## src/core/countdown_regs.svh

```systemverilog
/*
  register offsets, control field positions, reset values and timing figures
  for the low-power countdown timer. assumes a 32-bit register port.
*/
`ifndef COUNTDOWN_REGS_SVH
`define COUNTDOWN_REGS_SVH

// byte offsets from the instance base
`define OFF_COUNTDOWN_VALUE 4'h0
`define OFF_RELOAD_SOURCE 4'h4
`define OFF_COUNTDOWN_CONTROL 4'h8
`define OFF_SOFTWARE_IRQ_TRIGGER 4'hc

// control field positions
`define CTL_ENABLE_BIT 0
`define CTL_REPEAT_BIT 1
`define CTL_RUN_BIT 2
`define CTL_DEBUG_FOLLOW_BIT 3
`define CTL_FREEZE_BIT 4
`define CTL_WIDTH 5

// reset values
`define COUNT_RESET 32'h0000_0000
`define RELOAD_RESET 32'h0000_0000
`define CONTROL_RESET 5'h00

// soft interrupt lines
`define SOFT_IRQ_LINES 4

// tick clock figure, in hertz; one decrement per edge
`define TICK_CLOCK_HZ 32768

`endif

```

## src/core/countdown_pkg.sv

```systemverilog
/*
  types shared by the countdown timer files.
  assumes the register header is included where offsets are needed.
*/
package countdown_pkg;

  // control register fields, bit 0 lowest
  typedef struct packed {
    logic freeze;         // firmware freeze
    logic debug_follow;   // debug halt input obeyed
    logic run;            // run request
    logic repeat_on_exp;  // auto reload on expiry
    logic enable;         // block enable
  } control_t;

  // one register access, single-cycle strobes
  typedef struct packed {
    logic [3:0] addr;
    logic wr;
    logic rd;
    logic [31:0] wdata;
  } reg_req_t;

  // run state of the counter
  typedef enum logic [2:0] {
    ST_IDLE = 3'b001,
    ST_RUN = 3'b010,
    ST_FROZEN = 3'b100
  } run_state_t;

endpackage : countdown_pkg

```

## src/core/countdown_core.sv

```systemverilog
/*
  the 32-bit down counter with its reload and expiry detection.
  assumes load, clear and count commands come from the register block.
*/
`timescale 1ns/100ps
`include "countdown_regs.svh"
module countdown_core #(
  parameter int WIDTH = 32
) (
  // clock and reset
  input wire logic core_clk,
  input wire logic rstn,
  // commands
  input wire logic load_en,
  input wire logic [WIDTH-1:0] load_val,
  input wire logic clear_en,
  input wire logic dec_en,
  // state
  output logic [WIDTH-1:0] count_q,
  output logic expire
);

  logic [WIDTH-1:0] count_d; // next count
  localparam logic [WIDTH-1:0] ONE = {{(WIDTH-1){1'b0}}, 1'b1};

  // expiry is the 1-to-0 step itself; a clear never counts as one
  // load_en is left out on purpose: the parent builds load_en from expire,
  // so reading it here would close a combinational loop
  assign expire = dec_en && (count_q == ONE) && !clear_en; // see [RULE14]

  // clear beats load beats decrement
  assign count_d = clear_en ? '0 :
                   load_en ? load_val :
                   dec_en ? count_q - ONE : count_q; // see [RULE18]

  // count register, ticks from the always-on clock
  always_ff @(posedge core_clk or negedge rstn) begin // see [RULE15]
    if (!rstn) begin
      count_q <= `COUNT_RESET;
    end else begin
      count_q <= count_d;
    end
  end

endmodule : countdown_core

```

## src/core/low_power_countdown_timer.sv

```systemverilog
/*
  low-power countdown timer: four registers, run control, expiry and soft irqs.
  assumes core_clk is the always-on tick clock and system reset drives rstn;
  register strobes are synchronous single-cycle pulses.
*/
// Notes on behaviour
// [RULE1] live count readable and writable as a word
// [RULE2] reload on run request or repeating expiry
// [RULE3] software writes reload before run request
// [RULE4] new reload used only at next expiry
// [RULE5] freeze bit holds count, clear resumes
// [RULE6] debug halt freezes when follow bit set
// [RULE7] run request one loads and starts counting
// [RULE8] zero reload: no start, run bit clears
// [RULE9] run request zero stops, clears, no irq
// [RULE10] one-shot expiry clears run request bit
// [RULE11] repeat bit reloads and continues after expiry
// [RULE12] enable zero holds registers at defaults
// [RULE13] registers at offsets 00h 04h 08h 0Ch
// [RULE14] expiry irq on one to zero step
// [RULE15] all counting on always-on tick clock
// [RULE16] debug halt tied to processor halt
// [RULE17] soft irq bits pulse, reads zero
// [RULE18] decrement by one per tick edge
`timescale 1ns/100ps
`include "countdown_regs.svh"
module low_power_countdown_timer #(
  parameter int WIDTH = 32
) (
  // clock and reset
  input wire logic core_clk,
  input wire logic rstn,
  // register port
  input wire countdown_pkg::reg_req_t req,
  output logic [31:0] rdata_q,
  // debug halt from the processor halt source
  input wire logic debug_halt,
  // interrupts
  output logic expiry_irq,
  output logic [`SOFT_IRQ_LINES-1:0] soft_irq_trigger_bit
);

  // address decode, word aligned
  function automatic logic hit(input logic [3:0] a, input logic [3:0] off);
    hit = (a == off);
  endfunction : hit

  wire sel_cnt = hit(req.addr, `OFF_COUNTDOWN_VALUE); // see [RULE13]
  wire sel_rld = hit(req.addr, `OFF_RELOAD_SOURCE);
  wire sel_ctl = hit(req.addr, `OFF_COUNTDOWN_CONTROL);
  wire sel_swi = hit(req.addr, `OFF_SOFTWARE_IRQ_TRIGGER);

  wire wr_cnt = req.wr && sel_cnt;
  wire wr_rld = req.wr && sel_rld;
  wire wr_ctl = req.wr && sel_ctl;
  wire wr_swi = req.wr && sel_swi;

  countdown_pkg::control_t ctl_q; // control register
  countdown_pkg::control_t ctl_d;
  countdown_pkg::control_t ctl_w; // written control value
  countdown_pkg::run_state_t state_q; // run state
  countdown_pkg::run_state_t state_d;
  logic [WIDTH-1:0] reload_q; // reload source
  logic [WIDTH-1:0] count_q; // live count
  logic expire; // 1-to-0 step this edge
  logic frozen; // either freeze source active
  logic start_req; // run request written one
  logic stop_req; // run request written zero
  logic load_en;
  logic clear_en;
  logic dec_en;
  logic [31:0] rdata_d;

  assign ctl_w = countdown_pkg::control_t'(req.wdata[`CTL_WIDTH-1:0]);

  // freeze from firmware or, when followed, the debug halt
  assign frozen = ctl_q.freeze || (ctl_q.debug_follow && debug_halt); // see [RULE5] [RULE6] [RULE16]

  // start/stop only with the block enabled
  assign start_req = wr_ctl && ctl_w.enable && ctl_w.run && (reload_q != '0); // see [RULE7]
  assign stop_req = wr_ctl && !ctl_w.run && ctl_q.run; // see [RULE9]

  // counting only while started, enabled and not frozen; the frozen state
  // counts as started so a cleared freeze resumes on the very next edge
  assign dec_en = (state_q != countdown_pkg::ST_IDLE) && ctl_q.enable && !frozen
                  && (count_q != '0); // see [RULE18]

  // reload on start, or on a repeating expiry with the current reload
  assign load_en = start_req || (expire && ctl_q.repeat_on_exp) ||
                   (wr_cnt && ctl_q.enable); // see [RULE2] [RULE4] [RULE11] [RULE1]

  // disable or stop clears the count
  assign clear_en = (wr_ctl && !ctl_w.enable) || !ctl_q.enable || stop_req; // see [RULE9] [RULE12]

  countdown_core #(
    .WIDTH(WIDTH)
  ) u_core (
    .core_clk(core_clk),
    .rstn(rstn),
    .load_en(load_en),
    .load_val(wr_cnt && !start_req && !(expire && ctl_q.repeat_on_exp)
              ? req.wdata[WIDTH-1:0] : reload_q),
    .clear_en(clear_en),
    .dec_en(dec_en),
    .count_q(count_q),
    .expire(expire)
  );

  // next control value
  always_comb begin
    ctl_d = ctl_q;
    if (wr_ctl) begin
      ctl_d = ctl_w;
      // zero reload refuses the start
      if (ctl_w.run && (reload_q == '0)) begin
        ctl_d.run = 1'b0; // see [RULE8]
      end
    end else if (expire && !ctl_q.repeat_on_exp) begin
      ctl_d.run = 1'b0; // see [RULE10]
    end
    // disabled block keeps every field at default
    if (!ctl_d.enable) begin
      ctl_d = countdown_pkg::control_t'(`CONTROL_RESET); // see [RULE12]
    end
  end

  // run state machine
  always_comb begin
    case (state_q)
      countdown_pkg::ST_IDLE: begin
        state_d = start_req ? countdown_pkg::ST_RUN : countdown_pkg::ST_IDLE;
      end
      countdown_pkg::ST_RUN, countdown_pkg::ST_FROZEN: begin
        if (clear_en || (expire && !ctl_q.repeat_on_exp)) begin
          state_d = countdown_pkg::ST_IDLE; // see [RULE11]
        end else if (frozen) begin
          state_d = countdown_pkg::ST_FROZEN;
        end else begin
          state_d = countdown_pkg::ST_RUN;
        end
      end
      default: begin
        state_d = countdown_pkg::ST_IDLE;
      end
    endcase
  end

  // frozen state also counts as running for decrement purposes
  wire running = (state_q != countdown_pkg::ST_IDLE);

  // read mux; soft irq reads zero, unmapped reads zero
  assign rdata_d = sel_cnt ? 32'(count_q) : // see [RULE1]
                   sel_rld ? 32'(reload_q) :
                   sel_ctl ? {27'h0, ctl_q} : 32'h0; // see [RULE17]

  // control, reload, run state
  always_ff @(posedge core_clk or negedge rstn) begin
    if (!rstn) begin
      ctl_q <= countdown_pkg::control_t'(`CONTROL_RESET);
      state_q <= countdown_pkg::ST_IDLE;
      reload_q <= `RELOAD_RESET;
    end else begin
      ctl_q <= ctl_d;
      // frozen state entered only from run; from idle it stays idle
      state_q <= (state_d == countdown_pkg::ST_FROZEN && !running) ?
                 countdown_pkg::ST_IDLE : state_d;
      // reload held at default while disabled
      if (!ctl_q.enable && !(wr_ctl && ctl_w.enable)) begin
        reload_q <= `RELOAD_RESET; // see [RULE12]
      end else if (wr_rld) begin
        reload_q <= req.wdata[WIDTH-1:0]; // see [RULE3] [RULE4]
      end
    end
  end

  // outputs registered: expiry and soft irq pulses, read data
  always_ff @(posedge core_clk or negedge rstn) begin
    if (!rstn) begin
      expiry_irq <= 1'b0;
      soft_irq_trigger_bit <= '0;
      rdata_q <= 32'h0;
    end else begin
      expiry_irq <= expire; // see [RULE14]
      soft_irq_trigger_bit <= wr_swi ? req.wdata[`SOFT_IRQ_LINES-1:0] : '0; // see [RULE17]
      rdata_q <= req.rd ? rdata_d : 32'h0;
    end
  end

endmodule : low_power_countdown_timer
```

## config.mk

```make
export PLATFORM = sky130hd
export DESIGN_NAME = low_power_countdown_timer
export DESIGN_NICKNAME = d
export VERILOG_FILES = /design/src/core/countdown_pkg.sv /design/src/core/countdown_core.sv /design/src/core/low_power_countdown_timer.sv
export VERILOG_INCLUDE_DIRS = /design/src /design/src/core
export SDC_FILE = /design/constraint.sdc
export NUM_CORES = 1
export LEC_CHECK = 0
export BUFFER_PORTS_ARGS = -buffer_cell sky130_fd_sc_hd__buf_2
export CORE_MARGIN = 2
export CORE_UTILIZATION = 53
export DETAILED_ROUTE_END_ITERATION = 7
export GPL_TIMING_DRIVEN = 0
export PLACE_DENSITY_LB_ADDON = 0.25
export SYNTH_ARGS = -nofsm -noshare
export SYNTH_HDL_FRONTEND = slang
export SYNTH_HIERARCHICAL = 1
export SYNTH_SLANG_ARGS = --single-unit
```

## constraint.sdc

```tcl
create_clock -name core_clk -period 2.56 [get_ports core_clk]
set_clock_uncertainty 0.2 [all_clocks]
set_input_delay 0.512 -clock core_clk [delete_from_list [all_inputs] [get_ports core_clk]]
set_output_delay 0.512 -clock core_clk [all_outputs]
set_load 0.05 [all_outputs]
```

==> results of run 1 <==
[layout make-up]
| cell class | count | area [um2] |
|---|---|---|
| plain buffers | 37 | 248 |
| clock inverters | 4 | 47.5 |
| repair buffers | 129 | 897 |
| fillers | 815 | 3330 |
| flip-flops and latches | 109 | 2770 |
| well taps | 140 | 175 |
| inverters | 8 | 32.5 |
| multi-input cells | 432 | 3190 |
| clock buffers | 12 | 145 |
[critical path: stages, from the launching register on]
cell      delay, ns
dfrtp_2        0.48
nor4_1         0.27
nand4_1        0.19
o2111a_2       0.33
nor4b_4        0.14
nand2_2        0.09
nor3_4         0.06
nand2_2        0.09
nand3_4        0.16
buf_6          0.19
buf_12         0.14
mux2_4         0.29
nor2_1         0.11
a211oi_1       0.06
[layer usage]
metal  wire length (um)  global-route usage
met1               7030               0.407
met2               8520               0.449
met3               1640              0.0474
met4                547               0.111
met5                  0                   0
[synth_stat cells (2+ instances only)]
cell / count
buf_6: 6
mux2i_1: 2
clkbuf_1: 18
o221a_2: 5
and4_1: 2
nor2b_1: 29
nor4b_2: 2
xnor2_1: 17
a311oi_1: 2
or4_1: 3
nand3_1: 6
o21ai_0: 3
nand2b_1: 3
mux2_4: 28
buf_2: 15
a22o_1: 3
nor3_1: 11
nand4_1: 10
and2_1: 5
ha_1: 2
nor4_2: 5
nor4_1: 25
nor4_4: 5
a211oi_1: 12
nor2_1: 38
dfrtp_1: 108
o211ai_1: 2
a21oi_1: 50
inv_1: 6
a22oi_1: 28
xor2_1: 10
nand2_1: 91
or3_1: 6
mux2_2: 4
a211oi_2: 2
clkinv_1: 2
[power breakdown]
group,internal [mW],switching [mW]
Combinational,0.264,0.435
Clock,0.478,0.583
Sequential,1.76,0.0462
Total,2.50,1.06
[stage by stage]
step | worst slack [ns] | std cells | util | power (mW) | hold slack [ns]
after global placement | -0.842 | 802 | 0.602 | 2.35 | 0.324
after detailed placement | -0.863 | 803 | 0.605 | 2.37 | 0.325
final | -0.399 | 871 | 0.692 | 3.56 | 0.164
after floorplan | -0.171 | 588 | - | 2.16 | 0.0164
after CTS | -0.402 | 841 | 0.651 | 3.45 | 0.162
after global routing | -0.497 | 871 | 0.692 | 3.69 | 0.165
[logic make-up (layout without fill, tap and decap cells)]
kind of cell / count (synthesis) / after routing
compound gates: 117 / 117
xor+xnor: 27 / 27
fa+ha+maj: 2 / 2
buf+inv: 47 / 190
flops: 109 / 109
mux: 34 / 34
simple gates: 252 / 252
[path summary, 6_finish.rpt]
path | startpoint | to | slack (ns) | cells past startpoint
worst max-delay path | u_core/count_q[30] | u_core/count_q[15] | -0.40 | 13
worst min-delay path | req[23] | reload_q[23] | 0.16 | 3
worst max register to register | u_core/count_q[30] | u_core/count_q[15] | -0.40 | 13
worst min register to register | ctl_q[3] | ctl_q[3] | 0.36 | 1
max in group asynchronous | rstn | u_core/count_q[29] | 0.90 | 3
min in group asynchronous | rstn | rdata_q[9] | 0.52 | 2
[sequential cells by signal, summed over array words and instances (netlist names)]
signal and count:
expiry_irq 1, u_core/count_q 32, reload_q 32, soft_irq_trigger_bit 4, state_q 3, rdata_q 32
ctl_q 5
[timing repair]
action / CTS / global route
hold buffers: 1 / 0
setup buffers: 20 / 31
pin swaps: 10 / 15
endpoints found under the hold margin: 50 / 0
gates resized for setup: 43 / 62
setup endpoints to repair: 32 / 35
gates cloned: 1 / 1
==> results.md, run 1 <==
* Initial Utilization at 0.544
* Mapped Cells at between 500 and 600
* Top cell type's share of synthesized area at 0.458
* Final net count at between 700 and 800
* Clock-pin slew on the worst setup and hold paths at 0.10 ns
* IO Pins at 78
* Tightest Pin Transition at 0.668 ns
* Highest fanout seen on the critical path at 10
* Avg WL per Cell at 20.4 um
* Most common cell after layout, fill and taps aside: buf_2
* Yosys warning count at 6
* Mux contribution to synthesized area at 0.0823
* Initial drt markers at 608
* Clk sinks at 109
* Worst path arrival time at around 3.0 ns
* Cell Rows at 38
* Max Cap Viol at 0
* Crit path capture type: flip-flop
* Clock Path Buffers at 2
* Most frequent cells in the layout: buf_2, nand2_1, dfrtp_1
* Sequential fraction of the synthesis area at 0.463
* Design area at 7510 um2
* ANT nets after route at 0
* Status: finished with violations
* P_leak at 3.46 nW
* Vias in the first global route at 4,972
* Xor and xnor area share after synthesis at 0.0401
* Post-Syn Area at 5900 um2
* Share of post-route cells with drive strength above 1 at 0.410
* Full die area at 12,000 um2
* Chip height at 109 um
* Die Span X at 109 um
* Worst skew pair latency at roughly 0.38 ns
* Final hold violations at 0
* Setup TNS at -11.40 ns
* Worst Hold Class: input pin to flip-flop
* Peak supply drop at 0.282 mV
* Main area contributors after synthesis: dfrtp_1, mux2_4, nand2_1
* Relative slew margins at 0.555
* Period utilization at 1.16
* Post-synth top flop: dfrtp_1
* Async set or reset register ratio after synthesis at 1.00
* Distinct cells, synth at 58
* Post-Syn Nets at 631
* Core area at ~11,000 um2
* Clock Tree Root: clkbuf_8
* Largest net degree at the start of global routing at 59
* P&R area growth vs syn at 27.3%
* DRC errors left at 0
* First-pass GRT wire length at 26,100 um
* Fmax at roughly 0.34 GHz
* Final worst slack at -0.399 ns
* EDFF count, synth at 0
* Fin crit period at 2.96 ns
* Simple-Gate Fraction of Synth Area at 0.237
* Compound-Gate Fraction of Synth Area at 0.133
* H-tree depth at 3
* Setup violators final at 32
* Routability cong. at 0.938
* Grt ovf at 0
* CP startpoint kind: flip-flop
* Total CTS buffers at 9
* Power Density at 475 nW/um2
* CTS tree: done
* Adder-Cell Fraction of Synth Area at 0.00424
* Initial antenna violation count at 0
* DRT Wirelength at 17,700 um
* First-pass DRT Iterations at 6
* CP Class: flip-flop to flip-flop
* Via count at 5,358
* Synthesized area per cell at between 10 and 15 um2
* Largest family of logic cells by synthesized area: simple AND/OR/NAND/NOR gates
* Failing checks: negative setup slack
* Post-Place Cell Area at 6560 um2
* I/O Buffers at 74
* DP HPWL at 11,100 um
* Slew Viols, Final at 0
* GRT Total Usage at 0.289
* Number of synthesized register bits at 109
* Data required, critical path at 2.60 ns
* RSZ-0062 raised after global routing: true
* Largest area contributor in the netlist: dfrtp_1
* Vias/cell at 6.15
* Antenna diodes at 0
Note: power is estimated with default switching activity, not from simulation.
==> run 2, diff against run 1 <==
--- a/config.mk
+++ b/config.mk
@@ -8,7 +8,7 @@
 export LEC_CHECK = 0
 export BUFFER_PORTS_ARGS = -buffer_cell sky130_fd_sc_hd__buf_2
 export CORE_MARGIN = 2
-export CORE_UTILIZATION = 53
+export CORE_UTILIZATION = 41
 export DETAILED_ROUTE_END_ITERATION = 7
 export GPL_TIMING_DRIVEN = 0
 export PLACE_DENSITY_LB_ADDON = 0.25
==> run 2 against run 1 <==
Critical endpoint is now u_core/count_q[5]. Global-route usage is 6.1 points lower. Critical path type unchanged. The flow still finishes with violations (negative setup slack). Die area rose by 28%. Critical path depth unchanged. Fmax is 0.16% lower. Sequential power about the same. Clock power increased by 25%. Power rose by 7.1%.
==> results.md, run 2 (synthesis results as in run 1) <==
* Grt ovf at 0
* Setup TNS at -10.97 ns
* Power Density at 506 nW/um2
* Fmax at 0.337 GHz
* P&R area growth vs syn at 27.9%
* Initial antenna violation count at 0
* Final worst slack at -0.404 ns
* Largest net degree at the start of global routing at 57
* Largest registers: rdata_q (32), reload_q (32), u_core/count_q (32)
* Vias/cell at between 5 and 6
* Initial drt markers at 449
* Avg WL per Cell at 19.1 um
* Clock-pin slew on the worst setup and hold paths at 0.07 ns
* CP Class: flip-flop to flip-flop
* Core area at 14,000 um2
* Hold_buf cts at 0
* Slew Viols, Final at 0
* Full die area at 15,400 um2
* DP HPWL at 11,500 um
* Data required, critical path at approximately 2.6 ns
* Worst Hold Class: input pin to asynchronous set/reset pin
* Chip height at 124 um
* Most frequent cells in the layout: buf_2, nand2_1, dfrtp_1
* Routability cong. at 0.927
* Critical-path top delay cell: dfrtp_1
* Clk sinks at roughly 110
* Clock Path Buffers at 2
* Die Span X at 124 um
* Max Cap Viol at 0
* Setup violators final at 32
* Worst skew pair latency at 0.35 ns
* ANT nets after route at 0
* Total CTS buffers at 9
* Relative slew margins at 0.517
* Period utilization at 1.16
* GRT Total Usage at 0.228
* Peak supply drop at 0.343 mV
* Share of post-route cells with drive strength above 1 at 0.408
* Via count at about 5,000
* IO Pins at 78
* Antenna diodes at 0
* Critical path, cell by cell: nor4_1 > nand4_1 > o2111a_2 > nor4b_4 > nand2_1 > nor3_4 > nand2_2 > nand3_4 > buf_12 > buf_12 > mux2_4 > mux2i_1 > nor2_1
* Cell Rows at 43
* Final hold violations at 0
* Failing checks: negative setup slack
* RSZ-0062 raised after global routing: true
* Post-Place Cell Area at around 6600 um2
* First-pass DRT Iterations at 5
* Worst path arrival time at between 2 and 3 ns
* Crit path top cell by count: buf_12
* H-tree depth at 3
* Tot Pwr at roughly 3.8 mW
* Clock Tree Root: clkbuf_16
* Status: finished with violations
* I/O Buffers at 74
* Fin crit period at around 3 ns
* CP peak stage delay at 0.42 ns
* Tightest Pin Transition at just over 0.7 ns
* Most common cell after layout, fill and taps aside: buf_2
* Reg2Reg Launch Point: u_core/count_q[3]
* DRT Wirelength at 17,200 um
* First-pass GRT wire length at 26,500 um
* CTS tree: done
* Vias in the first global route at between 4,000 and 5,000
* DRC errors left at 0
* Crit path capture type: flip-flop
* Design area at 7550 um2
* P_leak at between 3 and 4 nW
* Initial Utilization at 0.422
* Highest fanout seen on the critical path at 5
* Setup crit start: u_core/count_q[3]
* Final net count at approximately 760
* CP startpoint kind: flip-flop
run 2: metal layers:
| layer | GRT usage | up-vias | share of wire |
|---|---|---|---|
| li1 | - | 2370 | - |
| met1 | 0.312 | 2497 | 0.43 |
| met2 | 0.367 | 206 | 0.48 |
| met3 | 0.0408 | 35 | 0.069 |
| met4 | 0.0779 | 0 | 0.022 |
| met5 | 0 | - | 0 |
run 2: final cells by class:
cell class / count / area (um2)
fillers: 1213 / 6440
multi-input cells: 432 / 3200
flip-flops and latches: 109 / 2770
repair buffers: 116 / 777
plain buffers: 38 / 270
clock buffers: 9 / 225
well taps: 180 / 225
clock inverters: 7 / 51.3
inverters: 8 / 31.3
run 2: final timing paths:
path | slack (ns) | to | depth (start not counted)
worst max-delay path | -0.40 | u_core/count_q[5] | 13
worst min-delay path | 0.002 | soft_irq_trigger_bit[1] | 1
worst max register to register | -0.40 | u_core/count_q[5] | 13
worst min register to register | 0.35 | ctl_q[2] | 2
max in group asynchronous | 1.40 | state_q[0] | 2
min in group core_clk | 0.20 | reload_q[29] | 3
run 2: critical path: cells and delay by family (launching register included):
kind            cells  cell delay (ns)
compound gates      1             0.33
buf+inv             2             0.32
flops               1             0.42
mux                 2             0.43
simple gates        8             1.12
run 2: power breakdown:
group	switching, mW	internal [mW]
registers	0.0507	1.76
clock network	0.659	0.664
logic	0.416	0.270
run 2: per-stage QoR:
step | utilization | hold WS, ns | std cells | setup WS (ns)
global placement | 0.470 | 0.326 | 842 | -0.890
global route | 0.539 | 0.0552 | 899 | -0.485
finish | 0.539 | 0.00169 | 899 | -0.404
CTS | 0.519 | 0.0250 | 880 | -0.434
floorplan | - | 0.0164 | 588 | -0.171
detailed placement | 0.472 | 0.337 | 843 | -0.934
run 2: timing repair:
item                                   CTS  global route
setup endpoints to repair               33            35
gates resized for setup                 45            53
pin swaps                               13            14
setup buffers                           19            20
endpoints found under the hold margin    0             0
gates cloned                             2             0
==> run 3, diff against run 2 <==
--- a/config.mk
+++ b/config.mk
@@ -8,7 +8,7 @@
 export LEC_CHECK = 0
 export BUFFER_PORTS_ARGS = -buffer_cell sky130_fd_sc_hd__buf_2
 export CORE_MARGIN = 2
-export CORE_UTILIZATION = 41
+export CORE_UTILIZATION = 35
 export DETAILED_ROUTE_END_ITERATION = 7
 export GPL_TIMING_DRIVEN = 0
 export PLACE_DENSITY_LB_ADDON = 0.25
==> run 3 against run 2 <==
The flow finishes with violations (negative hold slack, negative setup slack). Cell area is 3.3% higher. Power is 4.2% higher. Wire length up 5.3%. Die area up 17%. Cell count is 5.7% higher. Hold slack got worse by 0.0078 ns. Worst setup slack worse by 0.0037 ns. Non-clock buffer count increased by 11. Critical path type unchanged.
==> results.md, run 3 (synthesis results as in run 1) <==
* Antenna diodes at 0
* Worst path arrival time at 3.00 ns
* Chip height at 134 um
* Clock Path Buffers at 2
* GRT Total Usage at 0.201
* Crit path capture type: flip-flop
* Vias in the first global route at 4,944
* Tightest Pin Transition at 0.728 ns
* Avg WL per Cell at 19.0 um
* Final net count at 768
* Final worst slack at -0.408 ns
* Relative slew margins at 0.515
* RSZ-0062 raised after global routing: true
* Fin crit period at 2.97 ns
* Routability cong. at 0.852
* Status: finished with violations
* Clk sinks at ~110
* Via count at between 5,000 and 6,000
* Power Density at 510 nW/um2
* Most frequent cells in the layout: buf_2, nand2_1, dfrtp_1
* Period utilization at 1.16
* Clock-pin slew on the worst setup and hold paths at 0.08 ns
* Most common cell after layout, fill and taps aside: buf_2
* Largest registers: rdata_q (32), reload_q (32), u_core/count_q (32)
* Die Span X at 134 um
* Setup violators final at 32
* Initial Utilization at 0.357
* Max Cap Viol at 0
* Fmax at about 0.34 GHz
* Reg2Reg Capture Point: u_core/count_q[19]
* CTS tree: done
* CP Class: flip-flop to flip-flop
* Largest net degree at the start of global routing at 56
* Initial antenna violation count at 0
* Failing checks: negative hold slack, negative setup slack
* Highest fanout seen on the critical path at 10
* Slew Viols, Final at 0
* Grt ovf at 0
* Reg2reg setup slack at -0.41 ns
* Initial drt markers at 436
* Final hold violations at 3
* Share of post-route cells with drive strength above 1 at 0.425
* DRT Wirelength at 18,100 um
* First-pass GRT wire length at 28,000 um
* Reg2Reg Launch Point: u_core/count_q[22]
* Vias/cell at 5.37
* Clock Tree Root: clkbuf_16
* Core area at 16,500 um2
* Peak supply drop at 0.351 mV
* H-tree depth at 3
* Worst Hold Class: input pin to asynchronous set/reset pin
* CP startpoint kind: flip-flop
* DRC errors left at 0
* I/O Buffers at 74
* ANT nets after route at 0
* First-pass DRT Iterations at 5
* P_leak at 3.53 nW
* Final Hold Slack at -0.00611 ns
* Data required, critical path at 2.59 ns
* Cell Rows at 47
* IO Pins at roughly 80
* P&R area growth vs syn at 32.2%
* Full die area at 17,900 um2
* DP HPWL at 12,000 um
* Setup TNS at -11.72 ns
* Cell depth of the worst flop-to-flop path at 13
* Placed insts at around 900
* Total CTS buffers at 9
* Hold_buf cts at 0
* Worst skew pair latency at 0.36 ns
* Layout Cells excl Fill at 950
run 3: cell count changes in the layout (fill, tap and decap cells not counted), sizes merged:
cell,change
clkinv,-1
buf,+11
clkbuf,+2
bufinv,+1
clkinvlp,-2
run 3: report_power, final:
part	switching, mW	leakage (nW)	internal [mW]
clock	0.661	0.156	0.816
sequential	0.0488	1.46	1.76
combinational	0.425	1.91	0.271
total	1.14	3.53	2.84
run 3: final cells by class:
type                       count  area (um2)
fill                        1505        8730
multi-input combinational    432        3240
sequential                   109        2770
timing repair buffer         127         880
buffer                        38         288
tap                          220         275
clock buffer                  11         253
clock inverter                 5        57.6
inverter                       8        35.0
run 3: how the worst max path moves through the flow:
| stage | from | endpoint | slack (ns) |
|---|---|---|---|
| floorplan | req[37] | u_core/count_q[19] | -0.17 |
| global placement | u_core/count_q[22] | u_core/count_q[12] | -0.93 |
| detailed placement | u_core/count_q[22] | u_core/count_q[29] | -0.93 |
| CTS | u_core/count_q[15] | u_core/count_q[6] | -0.42 |
| global route | ctl_q[2] | u_core/count_q[12] | -0.46 |
| finish | u_core/count_q[22] | u_core/count_q[19] | -0.41 |
run 3: critical path, stage by stage (launching register included):
cell and delay [ns]:
dfrtp_2 0.43, nor4_4 0.32, nand4_1 0.21, o2111a_2 0.33, nor4b_4 0.14, nand2_1 0.12
nor3_4 0.07, nand2_2 0.09, nand3_4 0.11, buf_6 0.17, buf_12 0.14, mux2_4 0.31
o21bai_1 0.15, a21oi_1 0.05
run 3: routing by layer:
| layer | track usage | share of wire | vias up |
|---|---|---|---|
| met3 | 0.0314 | 0.054 | 16 |
| met4 | 0.0597 | 0.013 | 0 |
| li1 | - | - | 2387 |
| met1 | 0.277 | 0.45 | 2515 |
| met5 | 0 | 0 | - |
| met2 | 0.328 | 0.49 | 182 |
run 3: what timing repair did:
item                       4_1_cts  5_1_grt
pin swaps                       14       20
setup endpoints to repair       33       35
gates cloned                     2        0
setup buffers                   21       31
resized for setup               60       55
hold endpoints to repair         0        0
run 3: per-stage QoR:
| step | utilization | power [mW] | instance area (um2) | worst slack [ns] |
|---|---|---|---|---|
| after floorplan | - | 2.16 | 5980 | -0.171 |
| after global placement | 0.401 | 2.37 | 6630 | -0.929 |
| after detailed placement | 0.403 | 2.38 | 6660 | -0.934 |
| after CTS | 0.449 | 3.90 | 7420 | -0.418 |
| after global routing | 0.472 | 4.10 | 7800 | -0.455 |
| final | 0.472 | 3.98 | 7800 | -0.408 |
